[src/verilog/cpu_ctl_pkg.sv]
// constants and types for the processor control-input logic
package cpu_ctl_pkg;
   localparam int unsigned  RESET_MIN_CYC  = 16;  // reset must exceed this
   localparam int unsigned  INIT_CYC       = 38;  // init cycles before fetch
   localparam int unsigned  ALIGN_EDGES    = 2;   // edges to phase alignment
   localparam logic [7:0]   NMI_VECTOR     = 8'h02;
   localparam logic [4:0]   RST_CNT_MAX    = 5'h1f;
   localparam logic [4:0]   RST_CNT_LONG   = 5'(RESET_MIN_CYC + 1);
   localparam logic [5:0]   INIT_LAST      = 6'(INIT_CYC - 1);
   localparam logic [1:0]   ALIGN_LOAD     = 2'(ALIGN_EDGES - 1);
   localparam logic [23:0]  ADDR_RESET     = 24'hffffff;

   // bus pins driven by the core, also the pin image
   typedef struct packed {
      logic        status0;
      logic        status1;
      logic        mem_io;
      logic        code_intack_select;
      logic        lock_n;
      logic        bhe_n;
      logic [23:0] addr;
   } core_bus_t;

   localparam core_bus_t BUS_RESET = '{status0: 1'b1, status1: 1'b1,
                                       mem_io: 1'b0, code_intack_select: 1'b0,
                                       lock_n: 1'b1, bhe_n: 1'b1,
                                       addr: ADDR_RESET};

   // reset sequencer, gray along reset -> init -> run
   typedef enum logic [1:0] {
      ST_RESET = 2'b00,
      ST_INIT  = 2'b01,
      ST_RUN   = 2'b11
   } seq_state_t;
endpackage : cpu_ctl_pkg

[src/verilog/sync2.sv]
// two-flop synchroniser with a chosen reset level
`timescale 1ns/1ps
module sync2 #(
   parameter int unsigned       WIDTH = 1,
   parameter logic [WIDTH-1:0]  INIT  = '0
) (
   input  wire logic             clk,
   input  wire logic             rst_n,
   input  wire logic [WIDTH-1:0] d,
   output logic      [WIDTH-1:0] q
);
   logic [WIDTH-1:0] meta_r;

   // first stage feeds only the second stage
   always_ff @(posedge clk or negedge rst_n) begin
      if (!rst_n) begin
         meta_r <= INIT;
         q      <= INIT;
      end else begin
         meta_r <= d;
         q      <= meta_r;
      end
   end
endmodule : sync2

[src/verilog/cpu_control_input_logic.sv]
// reset sequencing, nmi detect and coprocessor handshake of the processor
`timescale 1ns/1ps
module cpu_control_input_logic
   import cpu_ctl_pkg::*;
(
   input  wire logic        clk,
   input  wire logic        rst_n,
   input  wire logic        sys_reset,
   input  wire logic        nonmaskable_irq,
   input  wire logic        hold_req,
   input  wire logic        ext_operand_req,
   input  wire logic        busy_n,
   input  wire logic        error_n,
   input  wire core_bus_t   core_bus,
   input  wire logic [15:0] core_data,
   input  wire logic        core_data_drive,
   input  wire logic        core_nmi_ack,
   input  wire logic        core_op_active,
   input  wire logic        core_wait_exec,
   output core_bus_t        pin_bus,
   output logic             bus_oe,
   output logic [15:0]      data_out,
   output logic             data_oe,
   output logic             hold_ack,
   output logic             ext_operand_ack_n,
   output logic             op_xfer_req,
   output logic             nmi_pending,
   output logic [7:0]       nmi_vector,
   output logic             exec_stall,
   output logic             pext_err_irq,
   output logic             core_enable,
   output logic             first_fetch,
   output logic             proc_clk
);
   // synchronised pin inputs
   logic            reset_s;
   logic            nmi_s;
   logic            hold_s;
   logic            opreq_s;
   logic            busy_s_n;
   logic            error_s_n;

   // sequencer state
   seq_state_t      state_r;
   seq_state_t      state_nxt;
   logic [4:0]      rst_cnt_r;
   logic [4:0]      rst_cnt_nxt;
   logic            armed_r;
   logic            armed_nxt;
   logic [5:0]      init_cnt_r;
   logic [5:0]      init_cnt_nxt;
   logic            first_fetch_r;
   logic            reset_d_r;
   logic [1:0]      align_r;
   logic [1:0]      align_nxt;
   logic            proc_clk_r;
   logic            proc_clk_nxt;

   // event and pin state
   logic            nmi_d_r;
   logic            nmi_pend_r;
   logic            nmi_pend_nxt;
   logic [7:0]      nmi_vec_r;
   logic            err_irq_r;
   logic            hold_ack_r;
   logic            ack_n_r;
   core_bus_t       pin_bus_r;
   logic [15:0]     data_r;

   // decode wires
   wire st_reset   = (state_r == ST_RESET);
   wire st_init    = (state_r == ST_INIT);
   wire st_run     = (state_r == ST_RUN);
   wire long_rst   = (rst_cnt_r >= RST_CNT_LONG);
   wire init_last  = st_init && (init_cnt_r == INIT_LAST);
   wire reset_rise = reset_s && !reset_d_r;
   wire nmi_rise   = nmi_s && !nmi_d_r;
   wire busy_act   = !busy_s_n;
   wire error_act  = !error_s_n;
   wire clear_core = st_reset && !reset_s && (long_rst || armed_r);

   // busy and error idle high, so undriven pins read inactive
   sync2 #(.WIDTH(2), .INIT(2'b11)) u_sync_pext (
      .clk   (clk),
      .rst_n (rst_n),
      .d     ({busy_n, error_n}),
      .q     ({busy_s_n, error_s_n})
   );

   // remaining pins are sampled twice; none is trusted to be synchronous
   sync2 #(.WIDTH(4), .INIT(4'h1)) u_sync_ctl (
      .clk   (clk),
      .rst_n (rst_n),
      .d     ({nonmaskable_irq, hold_req, ext_operand_req, sys_reset}),
      .q     ({nmi_s, hold_s, opreq_s, reset_s})
   );

   // reset sequencer: short pulses only force pins unless armed_r is set, long ones reinitialise
   always_comb begin
      state_nxt    = state_r;
      rst_cnt_nxt  = rst_cnt_r;
      armed_nxt    = armed_r;
      init_cnt_nxt = init_cnt_r;
      unique case (state_r)
         ST_RESET: begin
            if (reset_s) begin
               if (rst_cnt_r != RST_CNT_MAX) begin
                  rst_cnt_nxt = rst_cnt_r + 5'h01;
               end
            end else if (long_rst || armed_r) begin
               state_nxt    = ST_INIT;
               armed_nxt    = 1'b0;
               init_cnt_nxt = '0;
            end else begin
               state_nxt = ST_RUN;
            end
         end
         ST_INIT: begin
            if (reset_s) begin
               state_nxt   = ST_RESET;
               rst_cnt_nxt = 5'h01;
               armed_nxt   = 1'b1;   // init was not finished
            end else if (init_last) begin
               state_nxt = ST_RUN;
            end else begin
               init_cnt_nxt = init_cnt_r + 6'h01;
            end
         end
         ST_RUN: begin
            if (reset_s) begin
               state_nxt   = ST_RESET;
               rst_cnt_nxt = 5'h01;
            end
         end
         default: begin
            state_nxt = ST_RESET;
            armed_nxt = 1'b1;
         end
      endcase
   end

   // falling edge also passes the two-flop sync; the state moves on the edge after reset_s drops
   always_ff @(posedge clk or negedge rst_n) begin
      if (!rst_n) begin
         state_r       <= ST_RESET;
         rst_cnt_r     <= '0;
         armed_r       <= 1'b1;
         init_cnt_r    <= '0;
         first_fetch_r <= 1'b0;
      end else begin
         state_r       <= state_nxt;
         rst_cnt_r     <= rst_cnt_nxt;
         armed_r       <= armed_nxt;
         init_cnt_r    <= init_cnt_nxt;
         first_fetch_r <= init_last && !reset_s;
      end
   end

   // halved clock; a reset rise forces low at the second edge
   always_comb begin
      align_nxt    = align_r;
      proc_clk_nxt = !proc_clk_r;
      if (reset_rise) begin
         align_nxt = ALIGN_LOAD;
      end else if (align_r != 2'h0) begin
         align_nxt    = align_r - 2'h1;
         proc_clk_nxt = 1'b0;
      end
   end

   // an asynchronous rise only shifts where this phase lands
   always_ff @(posedge clk or negedge rst_n) begin
      if (!rst_n) begin
         reset_d_r  <= 1'b1;
         align_r    <= '0;
         proc_clk_r <= 1'b0;
      end else begin
         reset_d_r  <= reset_s;
         align_r    <= align_nxt;
         proc_clk_r <= proc_clk_nxt;
      end
   end

   // nmi latch: flag state never gates it, a new edge beats the ack
   assign nmi_pend_nxt = nmi_rise ||
                         (nmi_pend_r && !core_nmi_ack && !clear_core);

   always_ff @(posedge clk or negedge rst_n) begin
      if (!rst_n) begin
         nmi_d_r    <= 1'b0;
         nmi_pend_r <= 1'b0;
         nmi_vec_r  <= 8'h00;
      end else begin
         nmi_d_r    <= nmi_s;
         nmi_pend_r <= nmi_pend_nxt;
         nmi_vec_r  <= nmi_pend_nxt ? NMI_VECTOR : 8'h00;
      end
   end

   // error sampled once busy has cleared at a wait
   always_ff @(posedge clk or negedge rst_n) begin
      if (!rst_n) begin
         err_irq_r <= 1'b0;
      end else begin
         err_irq_r <= st_run && core_wait_exec &&
                      !busy_act && error_act;
      end
   end

   // pin image: bus and ack fixed outside run, core values otherwise; data and hold ack follow in every state
   always_ff @(posedge clk or negedge rst_n) begin
      if (!rst_n) begin
         pin_bus_r  <= BUS_RESET;
         ack_n_r    <= 1'b1;
         hold_ack_r <= 1'b0;
         data_r     <= 16'h0000;
      end else begin
         pin_bus_r  <= st_run ? core_bus : BUS_RESET;
         ack_n_r    <= !(st_run && core_op_active);
         hold_ack_r <= hold_s;
         data_r     <= core_data;
      end
   end

   // request handed to the core, which runs it through its own checks
   assign op_xfer_req = st_run && opreq_s;
   // the stall drops while an interrupt waits, so it can be taken
   assign exec_stall  = st_run && core_wait_exec &&
                        busy_act && !nmi_pend_r;
   // every bus driver lets go while hold is granted
   assign bus_oe      = !hold_ack_r;
   assign data_oe     = !hold_ack_r && st_run && core_data_drive;
   assign pin_bus           = pin_bus_r;
   assign data_out          = data_r;
   assign hold_ack          = hold_ack_r;
   assign ext_operand_ack_n = ack_n_r;
   assign nmi_pending       = nmi_pend_r;
   assign nmi_vector        = nmi_vec_r;
   assign pext_err_irq      = err_irq_r;
   assign core_enable       = st_run;
   assign first_fetch       = first_fetch_r;
   assign proc_clk          = proc_clk_r;

   // checks on the driven side
   chk_nmi_vector: assert property (
      @(posedge clk) disable iff (!rst_n)
      nmi_pending |-> (nmi_vector == 8'h02))
      else $error("nmi vector is not 2 while pending");

   chk_nmi_edge: assert property (
      @(posedge clk) disable iff (!rst_n)
      $rose(nmi_s) |=> nmi_pending [*1])
      else $error("nmi rising edge not latched");

   chk_nmi_hold: assert property (
      @(posedge clk) disable iff (!rst_n)
      (nmi_pending && !core_nmi_ack && !clear_core) |=> nmi_pending)
      else $error("pending nmi dropped without ack");

   chk_ack_follow: assert property (
      @(posedge clk) disable iff (!rst_n)
      (st_run && core_op_active) |=> !ext_operand_ack_n)
      else $error("operand ack missing during transfer");

   chk_req_pass: assert property (
      @(posedge clk) disable iff (!rst_n)
      op_xfer_req |-> (st_run && $past(ext_operand_req, 2)))
      else $error("operand request without synced pin");

   chk_reset_pins: assert property (
      @(posedge clk) disable iff (!rst_n)
      st_reset |-> !data_oe ##1
      (pin_bus.addr == 24'hffffff && pin_bus.status0 &&
       pin_bus.status1 && !pin_bus.mem_io &&
       !pin_bus.code_intack_select && pin_bus.lock_n &&
       pin_bus.bhe_n && ext_operand_ack_n))
      else $error("pin levels wrong during reset");

   chk_hold_low: assert property (
      @(posedge clk) disable iff (!rst_n)
      (st_reset && !hold_s) |=> !hold_ack)
      else $error("hold_ack high in reset without hold");

   chk_float_hold: assert property (
      @(posedge clk) disable iff (!rst_n)
      hold_ack |-> (!bus_oe && !data_oe))
      else $error("drivers active during hold");

   chk_init_len: assert property (
      @(posedge clk) disable iff (!rst_n)
      ($rose(st_init) && !reset_s) ##1 (!reset_s [*8]) |->
      ##30 (first_fetch || reset_s || $past(reset_s)))
      else $error("first fetch not 38 cycles after reset");

   chk_short_rst: assert property (
      @(posedge clk) disable iff (!rst_n)
      (st_reset && !reset_s && !long_rst && !armed_r) |=>
      (st_run && !first_fetch))
      else $error("short reset pulse reinitialised");

   chk_clk_align: assert property (
      @(posedge clk) disable iff (!rst_n)
      reset_rise |-> ##2 !proc_clk)
      else $error("processor clock not aligned after reset");

   chk_clk_div: assert property (
      @(posedge clk) disable iff (!rst_n)
      (align_r == 2'h0 && !reset_rise) |=> (proc_clk != $past(proc_clk)))
      else $error("processor clock not toggling");

   chk_stall_busy: assert property (
      @(posedge clk) disable iff (!rst_n)
      (exec_stall |-> (busy_act && core_wait_exec)) and
      ((st_run && core_wait_exec && busy_act && !nmi_pending)
       |-> exec_stall))
      else $error("stall does not follow busy");

   chk_stall_irq: assert property (
      @(posedge clk) disable iff (!rst_n)
      nmi_pending |-> !exec_stall)
      else $error("stall blocks pending interrupt");

   chk_err_irq: assert property (
      @(posedge clk) disable iff (!rst_n)
      (st_run && core_wait_exec && !busy_act && error_act) |=>
      pext_err_irq)
      else $error("extension error interrupt missing");

   chk_pext_idle: assert property (
      @(posedge clk) disable iff (!rst_n)
      ($past(busy_n, 3) && $past(busy_n, 2)) |-> !busy_act)
      else $error("busy synchroniser wrong level");
endmodule : cpu_control_input_logic

[config.mk]
export PLATFORM = sky130hd
export DESIGN_NAME = cpu_control_input_logic
export DESIGN_NICKNAME = d
export VERILOG_FILES = /design/src/verilog/cpu_ctl_pkg.sv /design/src/verilog/sync2.sv /design/src/verilog/cpu_control_input_logic.sv
export SDC_FILE = /design/constraint.sdc
export NUM_CORES = 1
export LEC_CHECK = 0
export BUFFER_PORTS_ARGS = -buffer_cell sky130_fd_sc_hd__buf_2
export CAP_MARGIN = 20
export CORE_MARGIN = 3
export CORE_UTILIZATION = 50
export DETAILED_ROUTE_END_ITERATION = 8
export PLACE_DENSITY = 0.83
export SKIP_CTS_REPAIR_TIMING = 1
export SLEW_MARGIN = 20
export SYNTH_ARGS = -nofsm -noshare
export SYNTH_HDL_FRONTEND = slang
export SYNTH_HIERARCHICAL = 1
export SYNTH_SLANG_ARGS = --single-unit
[constraint.sdc]
create_clock -name clk -period 4.7 [get_ports clk]
set_input_delay 0.47 -clock clk [delete_from_list [all_inputs] [get_ports clk]]
set_output_delay 0.47 -clock clk [all_outputs]
set_load 0.01 [all_outputs]
==> results of run 1 <==
[cell usage in the layout, fill, tap and decap left out, types with 2 or more instances in the layout]
cell and count:
dfrtp_1 45, nor2_1 11, a32o_1 2, clkinv_4 2, o21bai_1 2, o2bb2ai_1 4, xor2_1 2, mux2i_1 3
nand2b_1 29, a31oi_1 2, buf_2 114, clkbuf_8 10, a21oi_1 3, and3_1 6, inv_1 8, nor2b_1 2
dfstp_2 37, nand2_1 5, conb_1 7, ha_1 6, o21ai_0 3, nand3_1 3, nor3_1 3
[logic make-up after synthesis]
group / count (synthesis) / synth area share
compound gates: 29 / 0.0844
xor+xnor: 2 / 0.00585
fa+ha+maj: 6 / 0.0251
buf+inv: 23 / 0.0401
flops: 82 / 0.701
mux: 3 / 0.0100
other cells: 1 / 0.00125
simple gates: 67 / 0.132
[worst paths after layout]
kind | startpoint | end | slack [ns] | cells after the start
worst max-delay path | state_r[0] | exec_stall | 2.16 | 4
worst max register to register | rst_cnt_r[0] | rst_cnt_r[0] | 2.73 | 6
max in group asynchronous | rst_n | rst_cnt_r[1] | 3.81 | 1
min in group asynchronous | rst_n | data_out[13] | 0.27 | 1
worst min register to register | u_sync_ctl/q[2] | hold_ack | 0.35 | 0
worst min-delay path | sys_reset | u_sync_ctl/meta_r[0] | 0.23 | 1
[worst reg2reg max path, delay by kind of cell, from the launching register on]
family                     cells  cell delay [ns]
adders and majority gates      2             0.47
DFF                            1             0.47
AOI/OAI and AO/OA              2             0.47
and+or+nand+nor                2             0.45
[state kept, by name, indices dropped and copies added, names as in the netlist, 2 cells and up]
signal / cells
init_cnt_r: 6
rst_cnt_r: 5
data_out: 16
u_sync_pext/q: 2
u_sync_ctl/meta_r: 4
pin_bus: 30
u_sync_ctl/q: 4
align_r: 2
u_sync_pext/meta_r: 2
state_r: 2
[power groups by stage]
stage	Sequential, mW	Clock [mW]	Combinational (mW)
detailed placement	0.858	0	0.250
finish	0.847	0.533	0.246
CTS	0.846	0.547	0.251
global placement	0.853	0	0.233
global route	0.856	0.585	0.279
floorplan	0.852	0	0.160
[final cells by class]
type	instances	area share
inverter	8	0.00787
tap	72	0.0236
clock buffer	11	0.0426
timing repair buffer	115	0.151
multi-input combinational	114	0.209
clock inverter	5	0.0157
sequential	82	0.550
[routing by layer]
| layer | GRT usage | wire, µm | share of wire |
|---|---|---|---|
| met1 | 0.198 | 2200 | 0.36 |
| met2 | 0.327 | 3370 | 0.56 |
| met3 | 0.0595 | 378 | 0.063 |
| met4 | 0.0862 | 92 | 0.015 |
| met5 | 0 | 0 | 0 |
[through the flow]
| stage | util | area, µm² | hold WS, ns | std cells |
|---|---|---|---|---|
| after floorplan | - | 3020 | 0.174 | 219 |
| after global placement | 0.637 | 3590 | 0.331 | 391 |
| after detailed placement | 0.637 | 3590 | 0.336 | 391 |
| after CTS | 0.676 | 3820 | 0.208 | 407 |
| after global routing | 0.677 | 3820 | 0.202 | 407 |
| final | 0.677 | 3820 | 0.229 | 407 |
==> results.tsv, run 1 <==
metric	value	unit
status	finished, final reports clean	
path_class	flop to primary output	
synth_top_area_frac	0.376	
die_y	83.4	µm
antenna_found_initial	0	
n_fill_cell	395	
tightest_slew	0.958	ns
internal_power	1.19	mW
setup_ws	2.16	ns
numCtsBuffers	9	
drc	0	
hold_viol_final	0	
drv_slew	0	
gp_congestion	0.787	
core.rowCount	27	
multiInputGateArea	798	µm²
clock.fmax	393	MHz
power_density	426	nW/µm²
wirelength	6.04	mm
crit_path_end_kind	primary output	
period_share	0.541	
async_flop_share	1.00	
synth_cell_type_count	44	
start_util	0.530	
layout-drive-gt1-share	0.534	
cts_max_level	3	
yosys_warnings	6	
rsz0062_at_grt	no	
comb_power_share	0.151	
grt_pass1_wl	10.0	mm
antenna_left	0	
die-area	6950	µm²
required	4.23	ns
die_w	83.4	µm
grt_usage	0.184	
dpl_worst_slack	2.15	ns
nets	394	
n_antenna_cell	0	
vias_per_cell	4.84	
synth-main-ff-cell	dfrtp_1	
power	1.63	mW
slowest_delay	0.68	ns
critPathTopFamily	simple AND/OR/NAND/NOR gates	
seqPwrFrac	0.521	
start_kind	flop	
crit_fanout	32	
grt_max_degree	83	
finalCriticalPeriod	2.54	ns
crit_arrival	2.07	ns
path_buf_inv	1	
numPortBuffers	115	
routedWlPerCell	14.8	µm
max_slew_margin	0.361	
syn-instance-count	213	
cts_tree	yes	
clk_pin_slew	0.08	ns
hpwl	4.52	mm
vias	1968	
ys_ff_latch	82	
yosysMostFrequentCell	dfrtp_1	
drt_pass1_iterations	4	
synth_area_leaders	dfrtp_1 (38%), dfstp_2 (32%), nand2b_1 (6.1%)	
synth.avg_cell_area	14.1	µm²
drt_iter0_markers	102	
slowest_stage	dfrtp_1	
crit_chain	and2_2 -> nand2_1 -> nor3_1 -> buf_2	
ctsRootBufferMaster	clkbuf_8	
final.setup.tns	0	ns
clockBufferDepth	2	
grt-ovfl-total	0	
skew	0.00882	ns
synth_common_cells	dfrtp_1 (45), dfstp_2 (37), nand2b_1 (29), nor2_1 (11)	
ys_seq_area_frac	0.701	
hold_path_class	primary input to flop	
yosys.area.top_type	dfrtp_1	
p_leak	1.80	nW
core_area	5640	µm²
grt_pass1_vias	2118	
clkSinkCount	82	
netlist_area	2990	µm²
cap_violations	0	
clkLatencyLatePin	0.34	ns
ir_drop	295	µV
power_frac_clock	0.328	
swShare	0.266	
finalSetupViolCount	0	
num_io_pins	123	
syn_to_final_growth	27.6	%
switching_power	0.432	mW
synth_edf_count	0	
final-seq-area	2100	µm²
(Power assumes the default switching activity.)
==> run 2, diff against run 1 <==
CORE_UTILIZATION = 47   (was 50)
PLACE_DENSITY = 0.78   (was 0.83)
clock period = 2.4 ns   (was 4.7 ns; I/O delays follow)
==> results.tsv, run 2 (same netlist as run 1, synthesis figures left out) <==
metric	value	unit	change
final_common_cell	buf_2		
dp_cells	396		+1.3%
path_buf_inv	1		unchanged
seqPwrFrac	0.531		+0.010
clk_pin_slew	0.08	ns	about the same
crit_fanout	12		-63%
wirelength	6.46	mm	+6.9%
grt_max_degree	83		unchanged
switching_power	0.842	mW	+95%
die_w	85.8	µm	+2.9%
routedWlPerCell	14.8	µm	about the same
internal_power	2.27	mW	+90%
final.setup.tns	0	ns	unchanged
largest_register_ff_count	30		unchanged
vias_per_cell	4.78		-1.1%
tightest_slew	0.959	ns	+0.000738 ns
layout-drive-gt1-share	0.492		-0.0427
n_antenna_cell	0		unchanged
final-seq-area	2100	µm²	unchanged
r2r_slack	0.41	ns	-2.32 ns
ir_drop	758	µV	+160%
drv_slew	0		unchanged
hold_viol_final	0		unchanged
die-area	7360	µm²	+5.9%
layout.cells.non_filler	435		+6.9%
cts_max_level	3		unchanged
grt_pass1_vias	2072		-2.2%
numCtsBuffers	9		unchanged
n_fill_cell	442		+12%
multiInputGateArea	797	µm²	-0.16%
antenna_found_initial	0		unchanged
drc	0		unchanged
drt_iter0_markers	177		+74%
grt_usage	0.175		-0.00903
final_cell_mix	buf_2 (114), dfrtp_1 (45), dfstp_2 (37)		
start_kind	flop		
cts_tree	yes		
hold_path_class	primary input to async pin		
slowest_delay	0.56	ns	-0.12 ns
swShare	0.270		+0.00458
clockBufferDepth	2		unchanged
r2r-start	rst_cnt_r[0]		
power_frac_clock	0.305		-0.023
finalSetupViolCount	0		unchanged
finalCriticalPeriod	2.03	ns	
start_util	0.494		-0.0367
core_area	6060	µm²	+7.4%
die_y	85.8	µm	+2.9%
drt_pass1_iterations	7		+3
slowest_stage	dfrtp_1		
nets	419		+6.3%
cap_violations	0		unchanged
rsz0062_at_grt	no		
path_class	flop to primary output		
comb_power_share	0.164		+0.013
gp_congestion	0.737		-6.3%
clock.fmax	493	MHz	
r2r_end	rst_cnt_r[0]		
max_slew_margin	0.361		-0.000492
numPortBuffers	115		unchanged
clkSinkCount	82		unchanged
crit_chain	and2_1 -> nand2_1 -> nor3_1 -> buf_2		
clkLatencyLatePin	0.35	ns	about the same
num_io_pins	123		unchanged
vias	2081		+5.7%
syn_to_final_growth	34.7	%	
crit_arrival	1.79	ns	-0.28 ns
required	2.16	ns	-2.07 ns
grt_pass1_wl	9.76	mm	-2.5%
period_share	0.845		
power_density	773	nW/µm²	+81%
skew	0.0129	ns	+0.00409 ns
status	finished, final reports clean		
core.rowCount	28		+3.7%
p_leak	1.88	nW	+4.3%
grt-ovfl-total	0		unchanged
crit_path_end_kind	primary output		
hpwl	4.28	mm	-5.2%
ctsRootBufferMaster	clkbuf_8		
critPathTopFamily	simple AND/OR/NAND/NOR gates		
reg2reg_depth	6		unchanged
antenna_left	0		unchanged
[run 2: worst max-delay path by stage]
stage / to / cells past startpoint / start
2_1_floorplan: rst_cnt_r[0] / 6 / rst_cnt_r[0]
3_3_place_gp: rst_cnt_r[0] / 6 / rst_cnt_r[0]
3_5_place_dp: rst_cnt_r[0] / 6 / rst_cnt_r[0]
4_1_cts: exec_stall / 4 / state_r[1]
5_1_grt: exec_stall / 4 / state_r[1]
6_report: exec_stall / 4 / state_r[1]
[run 2: per-layer routing]
metal	vias to the layer above	track usage	part of all wire
li1	987	-	-
met1	989	0.185	0.35
met2	93	0.293	0.55
met3	12	0.0826	0.076
met4	0	0.0878	0.025
met5	-	0	0
[run 2: final cells by class]
class	count	area share
multi-input cells	114	0.198
flip-flops and latches	82	0.521
clock buffers	12	0.0335
inverters	8	0.00745
clock inverters	4	0.0130
well taps	75	0.0233
repair buffers	140	0.204
[run 2: power by group through the flow]
stage	Combinational (mW)	Clock (mW)	Sequential [mW]
floorplan	0.313	0	1.67
global placement	0.464	0	1.66
detailed placement	0.481	0	1.67
CTS	0.485	0.976	1.65
global route	0.576	1.05	1.67
finish	0.510	0.951	1.65
[run 2: stage by stage]
stage / total power [mW] / setup WS [ns] / instance area, µm² / utilization / hold WS [ns]
after CTS: 3.11 / 0.353 / 3800 / 0.627 / -0.0312
after floorplan: 1.98 / 0.576 / 3020 / - / -0.0556
final: 3.11 / 0.372 / 4030 / 0.665 / 0.0400
after global placement: 2.13 / 0.499 / 3610 / 0.596 / 0.333
after global routing: 3.30 / 0.206 / 4030 / 0.665 / 0.0530
after detailed placement: 2.15 / 0.438 / 3610 / 0.596 / 0.335
